**src/verilog/evreg_map.svh**
```systemverilog
// Register offsets, field positions, reset values and codes of the event block
`ifndef EVREG_MAP_SVH
`define EVREG_MAP_SVH

`define ADDR_W         12
`define OFF_RESUME     12'h020
`define OFF_STOPPED    12'h104
`define OFF_RXEND      12'h110
`define OFF_BOTHEND    12'h118
`define OFF_TXEND      12'h120
`define OFF_STARTED    12'h14C
`define OFF_SHORTCUT   12'h200
`define OFF_IRQ_STATUS 12'h310
`define OFF_IRQ_MASK   12'h314

`define EV_STOPPED     0
`define EV_RXEND       1
`define EV_BOTHEND     2
`define EV_TXEND       3
`define EV_STARTED     4
`define EV_COUNT       5

`define RESP_OKAY      2'h0
`define RESP_SLVERR    2'h2
`define RESET_WORD     32'h00000000

`endif

```
**src/verilog/evreg_pkg.sv**
```systemverilog
// Types shared by the event register block
package evreg_pkg;

    typedef enum logic [3:0] {
        SEL_NONE       = 4'h0,
        SEL_RESUME     = 4'h1,
        SEL_STOPPED    = 4'h2,
        SEL_RXEND      = 4'h3,
        SEL_BOTHEND    = 4'h4,
        SEL_TXEND      = 4'h5,
        SEL_STARTED    = 4'h6,
        SEL_SHORTCUT   = 4'h7,
        SEL_IRQ_STATUS = 4'h8,
        SEL_IRQ_MASK   = 4'h9
    } reg_sel_t;

endpackage

```
**src/verilog/serial_master_unit_events.sv**
```systemverilog
// Task, event and shortcut registers of the serial master unit, AXI4-Lite slave
//
// Behaviour
// - Stopped flag sets when a transaction halts; reads 0 before; software writable.
// - Receive-end flag sets when receive buffer end is reached; reads 0 before; software writable.
// - Combined end flag sets only after both receive and transmit ends, or by a software write.
// - Transmit-end flag sets when transmit buffer end is reached; reads 0 before; software writable.
// - Shortcut enable, reset 0; when 1 each combined end fires start task.
// - Buffer end events rise as the memory engine finishes each buffer.
`timescale 1ns/1ps
`include "evreg_map.svh"

module serial_master_unit_events (
    input  logic               SYS_CLK,       // System clock, 125 MHz
    input  logic               RESET,         // Async reset, active high
    input  logic               AWVALID,       // Write address valid
    output logic               AWREADY,       // Write address ready
    input  logic [`ADDR_W-1:0] AWADDR,        // Write byte address
    input  logic               WVALID,        // Write data valid
    output logic               WREADY,        // Write data ready
    input  logic [31:0]        WDATA,         // Write data
    input  logic [3:0]         WSTRB,         // Write byte lanes
    output logic               BVALID,        // Write response valid
    input  logic               BREADY,        // Write response ready
    output logic [1:0]         BRESP,         // Write response code
    input  logic               ARVALID,       // Read address valid
    output logic               ARREADY,       // Read address ready
    input  logic [`ADDR_W-1:0] ARADDR,        // Read byte address
    output logic               RVALID,        // Read data valid
    input  logic               RREADY,        // Read data ready
    output logic [31:0]        RDATA,         // Read data
    output logic [1:0]         RRESP,         // Read response code
    input  logic               STOPPED_PULSE, // Engine: transaction halted
    input  logic               RX_END_PULSE,  // Engine: receive buffer done
    input  logic               TX_END_PULSE,  // Engine: transmit buffer done
    input  logic               STARTED_PULSE, // Engine: transaction started
    output logic               START_TASK,    // Start strobe from shortcut
    output logic               RESUME_TASK,   // Resume strobe to engine
    output logic               IRQ            // Level interrupt
);

    // Address decode shared by read and write paths
    function automatic evreg_pkg::reg_sel_t decode(input logic [`ADDR_W-1:0] addr);
        evreg_pkg::reg_sel_t sel;
        unique case (addr)
            `OFF_RESUME:     sel = evreg_pkg::SEL_RESUME;
            `OFF_STOPPED:    sel = evreg_pkg::SEL_STOPPED;
            `OFF_RXEND:      sel = evreg_pkg::SEL_RXEND;
            `OFF_BOTHEND:    sel = evreg_pkg::SEL_BOTHEND;
            `OFF_TXEND:      sel = evreg_pkg::SEL_TXEND;
            `OFF_STARTED:    sel = evreg_pkg::SEL_STARTED;
            `OFF_SHORTCUT:   sel = evreg_pkg::SEL_SHORTCUT;
            `OFF_IRQ_STATUS: sel = evreg_pkg::SEL_IRQ_STATUS;
            `OFF_IRQ_MASK:   sel = evreg_pkg::SEL_IRQ_MASK;
            default:         sel = evreg_pkg::SEL_NONE;
        endcase
        return sel;
    endfunction

    // Write channel capture
    logic               aw_held;
    logic               w_held;
    logic [`ADDR_W-1:0] awaddr_q;
    logic [31:0]        wdata_q;
    logic [3:0]         wstrb_q;

    // Register state
    logic                 shortcut;
    logic [`EV_COUNT-1:0] mask;
    logic [`EV_COUNT-1:0] ev_q;
    logic [`EV_COUNT-1:0] status;
    logic [`EV_COUNT-1:0] ev_in;
    logic [`EV_COUNT-1:0] wr_ev;
    logic [`EV_COUNT-1:0] clr_status;
    logic                 both_end;

    // Channel handshakes
    wire aw_take = AWVALID & AWREADY;
    wire w_take  = WVALID & WREADY;
    wire ar_take = ARVALID & ARREADY;
    wire do_write = aw_held & w_held & ~BVALID;

    // Next state of the write path; address and data in either order
    wire next_aw_held = (aw_held | aw_take) & ~do_write;
    wire next_w_held  = (w_held | w_take) & ~do_write;
    wire next_bvalid  = do_write | (BVALID & ~BREADY);
    wire next_awready = ~next_aw_held & ~next_bvalid;
    wire next_wready  = ~next_w_held & ~next_bvalid;

    // Next state of the read path; one read under way at a time
    wire next_rvalid  = ar_take | (RVALID & ~RREADY);
    wire next_arready = ~next_rvalid;

    // Write decode
    evreg_pkg::reg_sel_t wr_sel;
    assign wr_sel = decode(awaddr_q);
    wire wr_lane0  = do_write & wstrb_q[0];
    wire wr_bit    = wdata_q[0];
    wire wr_mapped = (wr_sel != evreg_pkg::SEL_NONE);

    // Task strobe: only a written 1 resumes
    wire wr_resume = wr_lane0 & (wr_sel == evreg_pkg::SEL_RESUME) & wr_bit;

    // Event register write strobes
    assign wr_ev[`EV_STOPPED] = wr_lane0 & (wr_sel == evreg_pkg::SEL_STOPPED);
    assign wr_ev[`EV_RXEND]   = wr_lane0 & (wr_sel == evreg_pkg::SEL_RXEND);
    assign wr_ev[`EV_BOTHEND] = wr_lane0 & (wr_sel == evreg_pkg::SEL_BOTHEND);
    assign wr_ev[`EV_TXEND]   = wr_lane0 & (wr_sel == evreg_pkg::SEL_TXEND);
    assign wr_ev[`EV_STARTED] = wr_lane0 & (wr_sel == evreg_pkg::SEL_STARTED);

    // Interrupt status clears where a one is written
    wire wr_status = wr_lane0 & (wr_sel == evreg_pkg::SEL_IRQ_STATUS);
    assign clr_status = wr_status ? wdata_q[`EV_COUNT-1:0] : '0;
    wire wr_mask     = wr_lane0 & (wr_sel == evreg_pkg::SEL_IRQ_MASK);
    wire wr_shortcut = wr_lane0 & (wr_sel == evreg_pkg::SEL_SHORTCUT);

    // Events from the engine, combined end from both buffer ends
    assign ev_in[`EV_STOPPED] = STOPPED_PULSE;
    assign ev_in[`EV_RXEND]   = RX_END_PULSE;
    assign ev_in[`EV_BOTHEND] = both_end;
    assign ev_in[`EV_TXEND]   = TX_END_PULSE;
    assign ev_in[`EV_STARTED] = STARTED_PULSE;

    // Combined end fires only once both buffers are finished
    both_end_detect u_both_end (
        .clk      (SYS_CLK),
        .rst      (RESET),
        .start    (STARTED_PULSE),
        .rx_end   (RX_END_PULSE),
        .tx_end   (TX_END_PULSE),
        .both_end (both_end)
    );

    // Event flags and sticky interrupt status, one pair per event
    genvar gi;
    generate
        for (gi = 0; gi < `EV_COUNT; gi = gi + 1) begin : g_event
            // Readable event flag, software may write it
            sticky_flag u_event (
                .clk    (SYS_CLK),
                .rst    (RESET),
                .set    (ev_in[gi]),
                .wr_en  (wr_ev[gi]),
                .wr_val (wr_bit),
                .q      (ev_q[gi])
            );
            // Interrupt status bit, write one to clear
            sticky_flag u_status (
                .clk    (SYS_CLK),
                .rst    (RESET),
                .set    (ev_in[gi]),
                .wr_en  (clr_status[gi]),
                .wr_val (1'b0),
                .q      (status[gi])
            );
        end
    endgenerate

    // Read decode and data selection
    evreg_pkg::reg_sel_t rd_sel;
    assign rd_sel = decode(ARADDR);
    wire rd_mapped = (rd_sel != evreg_pkg::SEL_NONE);
    wire [31:0] rd_word =
        (rd_sel == evreg_pkg::SEL_STOPPED)    ? {31'h0, ev_q[`EV_STOPPED]} :
        (rd_sel == evreg_pkg::SEL_RXEND)      ? {31'h0, ev_q[`EV_RXEND]}   :
        (rd_sel == evreg_pkg::SEL_BOTHEND)    ? {31'h0, ev_q[`EV_BOTHEND]} :
        (rd_sel == evreg_pkg::SEL_TXEND)      ? {31'h0, ev_q[`EV_TXEND]}   :
        (rd_sel == evreg_pkg::SEL_STARTED)    ? {31'h0, ev_q[`EV_STARTED]} :
        (rd_sel == evreg_pkg::SEL_SHORTCUT)   ? {31'h0, shortcut}          :
        (rd_sel == evreg_pkg::SEL_IRQ_STATUS) ? {27'h0, status}            :
        (rd_sel == evreg_pkg::SEL_IRQ_MASK)   ? {27'h0, mask}              :
        `RESET_WORD;

    // Unmasked pending events
    wire irq_pending = |(status & mask);

    // Write address and data capture
    always_ff @(posedge SYS_CLK or posedge RESET) begin
        if (RESET) begin
            aw_held  <= 1'b0;
            w_held   <= 1'b0;
            awaddr_q <= '0;
            wdata_q  <= `RESET_WORD;
            wstrb_q  <= 4'h0;
        end else begin
            aw_held <= next_aw_held;
            w_held  <= next_w_held;
            if (aw_take) begin
                awaddr_q <= AWADDR;
            end
            if (w_take) begin
                wdata_q <= WDATA;
                wstrb_q <= WSTRB;
            end
        end
    end

    // Write channel ready and response
    always_ff @(posedge SYS_CLK or posedge RESET) begin
        if (RESET) begin
            AWREADY <= 1'b0;
            WREADY  <= 1'b0;
            BVALID  <= 1'b0;
            BRESP   <= `RESP_OKAY;
        end else begin
            AWREADY <= next_awready;
            WREADY  <= next_wready;
            BVALID  <= next_bvalid;
            if (do_write) begin
                BRESP <= wr_mapped ? `RESP_OKAY : `RESP_SLVERR;
            end
        end
    end

    // Read channel
    always_ff @(posedge SYS_CLK or posedge RESET) begin
        if (RESET) begin
            ARREADY <= 1'b0;
            RVALID  <= 1'b0;
            RDATA   <= `RESET_WORD;
            RRESP   <= `RESP_OKAY;
        end else begin
            ARREADY <= next_arready;
            RVALID  <= next_rvalid;
            if (ar_take) begin
                RDATA <= rd_word;
                RRESP <= rd_mapped ? `RESP_OKAY : `RESP_SLVERR;
            end
        end
    end

    // Control registers
    always_ff @(posedge SYS_CLK or posedge RESET) begin
        if (RESET) begin
            shortcut <= 1'b0;
            mask     <= '0;
        end else begin
            if (wr_shortcut) begin
                shortcut <= wr_bit;
            end
            if (wr_mask) begin
                mask <= wdata_q[`EV_COUNT-1:0];
            end
        end
    end

    // Task strobes and interrupt output
    always_ff @(posedge SYS_CLK or posedge RESET) begin
        if (RESET) begin
            START_TASK  <= 1'b0;
            RESUME_TASK <= 1'b0;
            IRQ         <= 1'b0;
        end else begin
            START_TASK  <= both_end & shortcut;
            RESUME_TASK <= wr_resume;
            IRQ         <= irq_pending;
        end
    end
endmodule

```
**src/verilog/sticky_flag.sv**
```systemverilog
// One sticky flag: hardware set beats a software write in the same cycle
`timescale 1ns/1ps
module sticky_flag (
    input  logic clk,    // System clock
    input  logic rst,    // Async reset, active high
    input  logic set,    // Hardware event pulse
    input  logic wr_en,  // Software write strobe
    input  logic wr_val, // Value written by software
    output logic q       // Flag state
);

    // Set first, then software write, else hold
    always_ff @(posedge clk or posedge rst) begin
        if (rst) begin
            q <= 1'b0;
        end else if (set) begin
            q <= 1'b1;
        end else if (wr_en) begin
            q <= wr_val;
        end
    end

endmodule

```
**src/verilog/both_end_detect.sv**
```systemverilog
// Tracks buffer ends of one transaction and flags when both are done
`timescale 1ns/1ps
module both_end_detect (
    input  logic clk,      // System clock
    input  logic rst,      // Async reset, active high
    input  logic start,    // Transaction started pulse
    input  logic rx_end,   // Receive buffer end pulse
    input  logic tx_end,   // Transmit buffer end pulse
    output logic both_end  // One-cycle pulse, both buffers done
);

    logic rx_seen;
    logic tx_seen;

    // Either end may come first; the pair fires once
    wire rx_done    = rx_seen | rx_end;
    wire tx_done    = tx_seen | tx_end;
    wire fire       = rx_done & tx_done;
    wire next_rx    = start ? 1'b0 : (rx_done & ~fire);
    wire next_tx    = start ? 1'b0 : (tx_done & ~fire);

    // Seen flags clear at a new start or once the pair fired
    always_ff @(posedge clk or posedge rst) begin
        if (rst) begin
            rx_seen  <= 1'b0;
            tx_seen  <= 1'b0;
            both_end <= 1'b0;
        end else begin
            rx_seen  <= next_rx;
            tx_seen  <= next_tx;
            both_end <= fire;
        end
    end

endmodule

```
**config.mk**
```make
export PLATFORM = sky130hd
export DESIGN_NAME = serial_master_unit_events
export DESIGN_NICKNAME = d
export VERILOG_FILES = /design/src/verilog/evreg_pkg.sv /design/src/verilog/serial_master_unit_events.sv /design/src/verilog/sticky_flag.sv /design/src/verilog/both_end_detect.sv
export VERILOG_INCLUDE_DIRS = /design/src /design/src/verilog
export SDC_FILE = /design/constraint.sdc
export NUM_CORES = 1
export LEC_CHECK = 0
export BUFFER_PORTS_ARGS = -buffer_cell sky130_fd_sc_hd__buf_2
export CORE_ASPECT_RATIO = 1.5
export CORE_MARGIN = 4
export CORE_UTILIZATION = 44
export CTS_CLUSTER_SIZE = 30
export DETAILED_ROUTE_END_ITERATION = 8
export PLACE_DENSITY = 0.76
export RECOVER_POWER = 100
export SYNTH_ARGS = -nofsm -noshare
export SYNTH_HDL_FRONTEND = slang
export SYNTH_SLANG_ARGS = --single-unit
```
**constraint.sdc**
```tcl
create_clock -name SYS_CLK -period 2 [get_ports SYS_CLK]
set_clock_uncertainty 0.1 [all_clocks]
set_input_delay 0.2 -clock SYS_CLK [delete_from_list [all_inputs] [get_ports SYS_CLK]]
set_output_delay 0.2 -clock SYS_CLK [all_outputs]
set_load 0.005 [all_outputs]
```
==> results of run 1 <==
==> cell families after synthesis <==
family | count (synthesis)
DFF | 54
muxes | 32
AOI/OAI and AO/OA | 45
buffers and inverters | 41
other | 1
and+or+nand+nor | 95
==> sequential cells by signal, summed over array words and instances (netlist names) <==
name,flops
w_held,1
WREADY,1
mask,5
g_event.u_event.q,5
wstrb_q,1
u_both_end.both_end,1
AWREADY,1
shortcut,1
ARREADY,1
RVALID,1
RRESP,1
START_TASK,1
aw_held,1
g_event.u_status.q,5
u_both_end.rx_seen,1
BVALID,1
BRESP,1
RESUME_TASK,1
awaddr_q,12
IRQ,1
u_both_end.tx_seen,1
RDATA,5
wdata_q,5
==> cell type report <==
type	count	area [µm²]
Clock buffer	5	68.8
Clock inverter	3	21.3
Fill cell	575	2980
Inverter	6	22.5
Multi-Input combinational cell	201	1540
Sequential cell	54	1360
Tap cell	76	95.1
Timing Repair Buffer	78	442
==> per-stage QoR <==
stage	TNS, ns	std cells	hold WS (ns)	instance area [µm²]
2_1_floorplan	0	296	0.172	3050
3_3_place_gp	-0.212	409	0.169	3320
3_5_place_dp	-0.308	409	0.171	3320
4_1_cts	0	419	0.00565	3470
5_1_grt	-0.158	423	0.0138	3550
6_report	0	423	0.00966	3550
==> how the worst max path moves through the flow <==
stage / start / cells past startpoint / end
6_report: awaddr_q[2]$_DFFE_PP0P_ / 5 / g_event[4].u_event.q$_DFFE_PP0P_
3_5_place_dp: awaddr_q[11]$_DFFE_PP0P_ / 5 / g_event[2].u_event.q$_DFFE_PP0P_
2_1_floorplan: awaddr_q[11]$_DFFE_PP0P_ / 4 / g_event[4].u_event.q$_DFFE_PP0P_
4_1_cts: awaddr_q[3]$_DFFE_PP0P_ / 4 / g_event[4].u_event.q$_DFFE_PP0P_
3_3_place_gp: awaddr_q[11]$_DFFE_PP0P_ / 4 / g_event[4].u_event.q$_DFFE_PP0P_
5_1_grt: awaddr_q[10]$_DFFE_PP0P_ / 5 / g_event[3].u_event.q$_DFFE_PP0P_
==> timing repair <==
action / 4_1_cts / 5_1_grt
hold buffers: 2 / 0
resized for setup: 9 / 19
hold endpoints to repair: 55 / 0
endpoints found under the setup margin: 11 / 16
pin swaps: 6 / 6
buffers inserted: 0 / 4
==> synth_stat cells (all sizes together), types with 3 or more instances <==
master,count
dfrtp,54
buf,29
mux2,28
nor2,21
nand2,16
nor3,7
o21ai,7
a21o,6
clkbuf,6
inv,6
a21oi,5
a32o,5
nor4,5
nor4b,5
and4,4
mux2i,4
nand3,4
nor2b,4
a2111oi,3
and4b,3
nand2b,3
nand4,3
nor3b,3
or3,3
==> placed cells by master (no fill, tap or decap), types with 2 or more instances in the layout <==
cell           netlist  final
nor3_1               5      4
and4_1               4      2
nor3_2               2      3
nand3_1              4      4
nor4b_1              4      2
a32o_1               5      5
o21ai_1              2      3
nor4b_4              1      2
nand4_1              3      3
nand2b_1             3      3
o21ai_0              5      4
mux2_2              27     24
buf_2                0     46
a2111oi_4            2      2
nor3b_1              3      3
buf_6                0      2
clkbuf_1             6     10
nand2_1             16     15
inv_1                6      6
dfrtp_2              0      3
or3_1                3      2
nand3b_1             2      2
nor2b_1              4      4
nor2_1              21     19
mux2i_1              4      4
nand4b_1             2      2
a21oi_1              5      4
and4b_1              3      3
dfrtp_1             54     51
nor4_1               3      4
buf_4               29     17
a21o_1               6      6
clkbuf_8             0      5
and3b_1              2      2
conb_1               1     29
dlygate4sd3_1        0      2
mux2_4               0      3
==> power by group through the flow <==
stage	clock [µW]	sequential [µW]	combinational [µW]
after global placement	0	1620	969
after global routing	659	1690	1250
final	596	1650	1150
after floorplan	0	1550	739
after detailed placement	0	1640	999
after CTS	615	1630	1040
==> routing by layer <==
layer	share of wire	GRT usage	vias up
met4	0.017	0.0611	0
met5	0	0	-
met1	0.37	0.175	1104
li1	-	-	1093
met3	0.066	0.0288	11
met2	0.55	0.286	89
==> metrics.md, run 1 <==
| Metric | Value |
|---|---|
| FP Rows | `36` |
| Vias in the first global route | `2251` |
| Pre-CTS worst setup slack | `-0.0661 ns` |
| Switching share of power | `0.356` |
| Worst-path maximum fanout | `6` |
| Dpl hpwl | `4710 µm` |
| Final hold viol count | `0` |
| Via density per instance | `5.43` |
| Clk slew on worst S/H paths | `0.09 ns` |
| Fraction of registers with async set/reset | `1.00` |
| Post-Synth Adder-Cell Area | `0` |
| Mux contribution to synthesized area | `0.120` |
| Tcrit/Tclk final | `0.995` |
| Area growth from synthesis to layout | `20.3%` |
| Final setup violation count | `0` |
| Longest Clk Path Bufs | `2` |
| RSZ-0062 raised after global routing | `yes` |
| Main synth FF type | `dfrtp_1` |
| RePlAce Congestion | `0.870` |
| Clock power frac | `0.176` |
| Total track usage | `0.157` |
| Netlist cell types | `59` |
| Critical path arrival | `2.07 ns` |
| Chip width | `74.8 µm` |
| Die H | `108 µm` |
| Largest delay share family, worst path | `compound AO/OA/AOI/OAI gates` |
| Worst Hold Depth | `2` |
| Total grt overflow | `0` |
| Largest family of logic cells by synthesized area | `simple AND/OR/NAND/NOR gates` |
| Initial antenna violation count | `0` |
| Final Util | `0.543` |
| Status | `complete, no violations` |
| Hold endpoint | `RVALID$_DFF_PP0_` |
| Die footprint | `8100 µm²` |
| Crit-path cells | `buf_4, or3_4, a2111oi_4, o31ai_4, o41a_1` |
| Switching Power | `1210 µW` |
| Post-Syn Area | `2950 µm²` |
| DRT Wirelength | `6240 µm` |
| Clock sink count | `54` |
| Buffers added on ports | `55` |
| Maximum achievable frequency | `503 MHz` |
| Core area | `6530 µm²` |
| Worst hold start | `RREADY` |
| Number of synthesized flops with an enable pin | `0` |
| Hold Crit Class | `input pin to register` |
| Reg2reg start | `awaddr_q[2]$_DFFE_PP0P_` |
| # IOs | `115` |
| Clk_lat worst skew | `0.31 ns` |
| CTS tree | `yes` |
| Nets | `417` |
| Crit start category | `register` |
| Worst-margin pin slew | `1.16 ns` |
| Internal | `2180 µW` |
| ANT nets after route | `0` |
| Register area share after synthesis | `0.458` |
| Logic pwr share | `0.338` |
| Fin. max-slew vios | `0` |
| Sequential group share of total power | `0.486` |
| Yosys top cell area share | `0.458` |
| Pwr dens | `955 nW/µm²` |
| Global-route wire length before repair | `10100 µm` |
| Yosys warns | `0` |
| WS Path Type | `register to register` |
| Tmin final | `1.99 ns` |
| Reg2reg setup slack | `0.01 ns` |
| Layout cell share with drive strength beyond 1 | `0.366` |
| Cells after Synth | `268` |
| Cts bufs inserted | `5` |
| Worst path buffer plus inverter count | `1` |
| Antenna diodes | `0` |
| CTS root buf | `clkbuf_8` |
| Largest net degree at the start of global routing | `55` |
| Compound-Gate Fraction of Synth Area | `0.130` |
| Final worst slack | `0.0109 ns` |
| R2R depth | `5` |
| Max-Cap Viols | `0` |
| Crit path max-delay cell type | `a2111oi_4` |
| Syn avg cell area | `11.0 µm²` |
| Post-synthesis simple-gate area fraction | `0.201` |
| Yosys reg bits | `54` |
| Starting Density | `0.452` |
| Pre-Repair DR Iteration Count | `4` |
| Xor/xnor cell area share of the yosys netlist | `0` |
| CP endpoint kind | `register` |
| Synth area leader | `dfrtp_1` |
| Vias after detailed routing | `2297` |
| Slew headroom | `0.229` |
| Synth area leaders | `dfrtp_1 (46%), mux2_2 (10%), buf_4 (7.4%)` |
| DR iter-0 viols | `82` |
| Total power | `3390 µW` |
| Reg2reg end | `g_event[4].u_event.q$_DFFE_PP0P_` |
| Max incr delay on CP | `0.40 ns` |
| Routed WL per cell | `14.7 µm` |
| Peak supply drop | `0.677 mV` |
| Leakage power | `0.00152 µW` |
| H-tree levels | `2` |
| Required @ worst endpoint | `2.08 ns` |
| DRC violations left | `0` |
Note: power is estimated with default switching activity, not from simulation.
==> run 2, diff against run 1 <==
--- a/config.mk
+++ b/config.mk
@@ -14,6 +14,7 @@
 export DETAILED_ROUTE_END_ITERATION = 8
 export PLACE_DENSITY = 0.76
 export RECOVER_POWER = 100
+export REMOVE_ABC_BUFFERS = 1
 export SYNTH_ARGS = -nofsm -noshare
 export SYNTH_HDL_FRONTEND = slang
 export SYNTH_SLANG_ARGS = --single-unit
==> run 2 against run 1 <==
  * Critical path depth did not move
  * Worst setup slack got worse by 0.081 ns
  * Worst hold slack got worse by 0.0054 ns
  * Largest cell class unchanged
  * The run now ends with negative setup slack left
  * Largest power group unchanged
  * Wire length rose by 3.4%
  * Via count rose by 2.9%
  * Sequential cell count did not move
==> metrics.md, run 2 (synthesized netlist as in run 1, its figures left out) <==
| Metric | Value |
|---|---|
| Final hold viol count | `0` |
| Multi-input logic area | `1500 µm²` |
| Core area | `6530 µm²` |
| Via density per instance | `5.55` |
| Vias in the first global route | `2271` |
| Tmin final | `2.07 ns` |
| FF+latch area | `1350 µm²` |
| Worst hold margin | `0.00422 ns` |
| Leakage power | `0.00156 µW` |
| Pre-Repair DR Iteration Count | `4` |
| RePlAce Congestion | `0.887` |
| Violated checks | `negative setup slack` |
| Max reg flops | `12` |
| DRC violations left | `0` |
| ANT nets after route | `0` |
| Routed WL per cell | `15.1 µm` |
| RSZ-0062 raised after global routing | `yes` |
| H-tree levels | `2` |
| Die H | `108 µm` |
| Area growth from synthesis to layout | `20.3%` |
| Hold Crit Class | `input pin to register` |
| Peak supply drop | `0.766 mV` |
| Post-DP Area | `3320 µm²` |
| Cts bufs inserted | `5` |
| DRT Wirelength | `6450 µm` |
| Vias after detailed routing | `2363` |
| DR iter-0 viols | `107` |
| Worst-margin pin slew | `1.29 ns` |
| Critical path arrival | `2.17 ns` |
| CTS root buf | `clkbuf_8` |
| Largest net degree at the start of global routing | `55` |
| Status | `complete, but fails checks` |
| Starting Density | `0.452` |
| Buffers added on ports | `55` |
| Post-route cell area | `3550 µm²` |
| Sequential group share of total power | `0.469` |
| Pwr dens | `979 nW/µm²` |
| Required @ worst endpoint | `2.10 ns` |
| Die footprint | `8100 µm²` |
| Total grt overflow | `0` |
| Final Non-Filler Cells | `426` |
| Final worst slack | `-0.0702 ns` |
| WS Path Type | `register to register` |
| Internal | `2300 µW` |
| Longest Clk Path Bufs | `2` |
| Final setup violation count | `6` |
| Clk_lat worst skew | `0.31 ns` |
| Layout fillers | `584` |
| Clock sink count | `54` |
| Crit start category | `register` |
| Fin. max-slew vios | `0` |
| Switching Power | `1170 µW` |
| Worst-path maximum fanout | `4` |
| Clk slew on worst S/H paths | `0.10 ns` |
| Maximum achievable frequency | `483 MHz` |
| FP Rows | `36` |
| Switching share of power | `0.338` |
| Tcrit/Tclk final | `1.04` |
| Chip width | `74.8 µm` |
| Logic pwr share | `0.316` |
| CP endpoint kind | `register` |
| Dpl hpwl | `4980 µm` |
| Total track usage | `0.163` |
| CTS tree | `yes` |
| Initial antenna violation count | `0` |
| Setup TNS | `-0.235 ns` |
| # IOs | `115` |
| Global-route wire length before repair | `10400 µm` |
| Max-Cap Viols | `0` |
| Clock power frac | `0.215` |
| Most frequent cells in the layout | `dfrtp_1 (52), buf_2 (48), conb_1 (29)` |
| Placed Cells | `409` |
| Most common cell after layout, fill and taps aside | `dfrtp_1` |
| Layout cell share with drive strength beyond 1 | `0.371` |
| Antenna diodes | `0` |
| Nets | `420` |
| Slew headroom | `0.139` |
| Reg with most FFs | `awaddr_q` |
[run 2: cell types whose count changed in the layout (fill, tap and decap cells not counted), sizes merged]
cell         delta
buf             +2
bufinv          +1
clkinv          -1
clkinvlp        -1
dlygate4sd3     +1
inv             +1
[run 2: power by group through the flow]
stage                     clock [µW]  sequential (µW)  combinational [µW]
after detailed placement           0             1640                 997
after CTS                        770             1620                1090
after floorplan                    0             1580                 648
after global routing             822             1670                1200
after global placement             0             1620                 963
final                            746             1630                1100
[run 2: worst paths after layout]
| path | from | endpoint | slack [ns] | depth (start not counted) |
|---|---|---|---|---|
| min in group asynchronous | RESET | g_event[4].u_status.q$_DFFE_PP0P_ | 0.75 | 4 |
| min | RREADY | RVALID$_DFF_PP0_ | 0.004 | 2 |
| max | awaddr_q[10]$_DFFE_PP0P_ | BRESP[1]$_DFFE_PP0P_ | -0.07 | 5 |
| max reg2reg | awaddr_q[10]$_DFFE_PP0P_ | BRESP[1]$_DFFE_PP0P_ | -0.07 | 5 |
| max in group asynchronous | RESET | awaddr_q[5]$_DFFE_PP0P_ | 0.19 | 4 |
| min reg2reg | u_both_end.rx_seen$_DFF_PP0_ | u_both_end.tx_seen$_DFF_PP0_ | 0.34 | 1 |
[run 2: critical path: stages (launching register included)]
cell and delay [ns]:
dfrtp_1 0.42, or4_4 0.59, a2111oi_4 0.35, a311o_2 0.20, a211oi_2 0.05, mux2_4 0.26
[run 2: metrics by stage]
stage,util,total power (µW),setup WS [ns]
2_1_floorplan,-,2230,0.0298
3_3_place_gp,0.509,2580,-0.0379
3_5_place_dp,0.509,2640,-0.0798
4_1_cts,0.543,3490,-0.0580
5_1_grt,0.543,3690,-0.120
6_report,0.543,3470,-0.0702
[run 2: per-layer routing]
layer | vias up | GRT usage | share of wire
met5 | - | 0 | 0
met4 | 0 | 0.0725 | 0.028
met3 | 17 | 0.0260 | 0.059
met2 | 89 | 0.297 | 0.55
met1 | 1162 | 0.180 | 0.37
li1 | 1095 | - | -
[run 2: what timing repair did]
action / 4_1_cts / 5_1_grt
buffers inserted: 6 / 0
gates resized for setup: 9 / 8
setup endpoints to repair: 13 / 17
endpoints found under the hold margin: 56 / 0
pin swaps: 6 / 4
hold buffers: 3 / 0
[run 2: final cells by class]
cell class	instances	share of cell area
clock inverters	3	0.0134
clock buffers	5	0.0194
flip-flops and latches	54	0.382
repair buffers	81	0.131
well taps	76	0.0268
multi-input cells	201	0.422
inverters	6	0.00635
==> run 3, diff against run 2 <==
--- a/config.mk
+++ b/config.mk
@@ -9,10 +9,9 @@
 export BUFFER_PORTS_ARGS = -buffer_cell sky130_fd_sc_hd__buf_2
 export CORE_ASPECT_RATIO = 1.5
 export CORE_MARGIN = 4
-export CORE_UTILIZATION = 44
+export CORE_UTILIZATION = 35
 export CTS_CLUSTER_SIZE = 30
 export DETAILED_ROUTE_END_ITERATION = 8
-export PLACE_DENSITY = 0.76
 export RECOVER_POWER = 100
 export REMOVE_ABC_BUFFERS = 1
 export SYNTH_ARGS = -nofsm -noshare
==> run 3 against run 2 <==
  * The run now ends clean
  * Wire length increased by 1.1%
  * Register-to-register slack improved by 0.07 ns
  * Non-clock buffer count unchanged
  * Highest routed layer unchanged
  * Sequential cell count unchanged
  * Final cell count increased by 6.8%
  * Maximum frequency increased by 3.6%
  * First-iteration DRC count decreased by 21%
  * Core utilization decreased by 9.3 points
==> metrics.md, run 3 (synthesized netlist as in run 1, its figures left out) <==
| Metric | Value |
|---|---|
| Largest net degree at the start of global routing | `32` |
| Max-Cap Viols | `0` |
| Layout cell share with drive strength beyond 1 | `0.363` |
| Die footprint | `9990 µm²` |
| DRT Wirelength | `6520 µm` |
| Worst Hold Depth | `2` |
| DRC violations left | `0` |
| Switching share of power | `0.322` |
| Met3 wire length | `428 µm` |
| WS Path Type | `register to register` |
| Sequential group share of total power | `0.429` |
| Crit-path cells | `buf_4, or3_4, a2111oi_4, a311o_2, a211oi_2, mux2_2` |
| Total grt overflow | `0` |
| DR top layer | `met4` |
| Multi-input logic area | `1500 µm²` |
| Post-route cell area | `3650 µm²` |
| # IOs | `115` |
| Hold endpoint | `RVALID$_DFF_PP0_` |
| Clock power frac | `0.264` |
| Hold Crit Class | `input pin to register` |
| Met2 routed WL | `3550 µm` |
| FP Rows | `40` |
| Tmin final | `2.00 ns` |
| Dpl hpwl | `5110 µm` |
| Core area | `8110 µm²` |
| Tcrit/Tclk final | `0.999` |
| Max reg flops | `12` |
| Initial antenna violation count | `0` |
| Total track usage | `0.136` |
| Final worst slack | `0.00204 ns` |
| Pre-CTS worst setup slack | `-0.0474 ns` |
| Placed Cells | `445` |
| R2R depth | `6` |
| Clk_lat worst skew | `0.29 ns` |
| Vias after detailed routing | `2279` |
| Required @ worst endpoint | `2.08 ns` |
| Worst-path maximum fanout | `6` |
| Internal | `2570 µW` |
| ANT nets after route | `0` |
| Pre-Repair DR Iteration Count | `4` |
| H-tree levels | `2` |
| CTS root buf | `clkbuf_16` |
| CTS tree | `yes` |
| DR iter-0 viols | `84` |
| Reg2reg setup slack | `0.002 ns` |
| Switching Power | `1220 µW` |
| Chip width | `83.0 µm` |
| Leakage power | `0.00158 µW` |
| Final setup violation count | `0` |
| Setup TNS | `0 ns` |
| Area growth from synthesis to layout | `23.8%` |
| Crit start category | `register` |
| Reg2reg start | `awaddr_q[2]$_DFFE_PP0P_` |
| CP endpoint kind | `register` |
| Global-route wire length before repair | `11000 µm` |
| Starting Density | `0.364` |
| Status | `complete, no violations` |
| Logic pwr share | `0.307` |
| Vias in the first global route | `2343` |
| Pwr dens | `1040 nW/µm²` |
| Reg with most FFs | `awaddr_q` |
| Slew headroom | `0.342` |
| RePlAce Congestion | `0.883` |
| Nets | `420` |
| Reg2reg end | `BRESP[1]$_DFFE_PP0P_` |
| Worst path buffer plus inverter count | `1` |
| Antenna diodes | `0` |
| RSZ-0062 raised after global routing | `yes` |
| Critical path arrival | `2.08 ns` |
| Longest Clk Path Bufs | `2` |
| Via density per instance | `5.01` |
| Fin. max-slew vios | `0` |
| Largest delay share family, worst path | `compound AO/OA/AOI/OAI gates` |
| Die H | `120 µm` |
| Total power | `3800 µW` |
| Most frequent cells in the layout | `dfrtp_1 (52), buf_2 (45), conb_1 (29)` |
| Critical Path Source | `awaddr_q[2]$_DFFE_PP0P_` |
| Worst hold start | `RREADY` |
| Max incr delay on CP | `0.40 ns` |
| Final hold viol count | `0` |
| Most common cell after layout, fill and taps aside | `dfrtp_1` |
| Crit path max-delay cell type | `or3_4` |
| Buffers added on ports | `55` |
| Worst-margin pin slew | `0.985 ns` |
| Final Non-Filler Cells | `455` |
| Routed WL per cell | `14.3 µm` |
| Maximum achievable frequency | `501 MHz` |
| Peak supply drop | `0.442 mV` |
| WL met1 | `2400 µm` |
| Clock sink count | `54` |
| Post-DP Area | `3410 µm²` |
| FF+latch area | `1350 µm²` |
| Clk slew on worst S/H paths | `0.07 ns` |
| Cts bufs inserted | `5` |
| Layout fillers | `809` |
run 3: routing by layer:
layer / GRT usage / up-vias
li1: - / 1103
met3: 0.0361 / 8
met2: 0.251 / 70
met1: 0.144 / 1098
met5: 0 / -
met4: 0.0603 / 0
run 3: final cells by class:
cell class	count	share of cell area
Multi-Input combinational cell	201	0.410
Sequential cell	54	0.371
Clock inverter	3	0.0130
Inverter	6	0.00617
Tap cell	105	0.0360
Clock buffer	5	0.0343
Timing Repair Buffer	81	0.130
run 3: how the worst max path moves through the flow:
stage	slack [ns]	to	cells past startpoint
floorplan	0.03	g_event[4].u_event.q$_DFFE_PP0P_	4
global placement	-0.04	g_event[4].u_event.q$_DFFE_PP0P_	4
detailed placement	-0.05	g_event[4].u_event.q$_DFFE_PP0P_	4
CTS	-0.02	g_event[0].u_status.q$_DFFE_PP0P_	5
global route	-0.07	g_event[4].u_event.q$_DFFE_PP0P_	4
finish	0.002	BRESP[1]$_DFFE_PP0P_	6
run 3: power groups by stage:
stage / sequential (µW) / combinational (µW) / clock, µW
floorplan: 1580 / 648 / 0
global placement: 1620 / 1080 / 0
detailed placement: 1630 / 1100 / 0
CTS: 1610 / 1130 / 1040
global route: 1680 / 1290 / 1080
finish: 1630 / 1170 / 1000
run 3: what timing repair did:
item,4_1_cts,5_1_grt
hold endpoints to repair,23,0
pin swaps,6,1
resized for setup,4,14
setup buffers,0,1
setup endpoints to repair,15,16
hold buffers,1,0
run 3: metrics by stage:
stage	hold slack, ns	utilization
after detailed placement	0.185	0.421
after global placement	0.174	0.421
after floorplan	0.172	-
after CTS	0.0154	0.446
after global routing	0.0227	0.450
final	0.0171	0.450
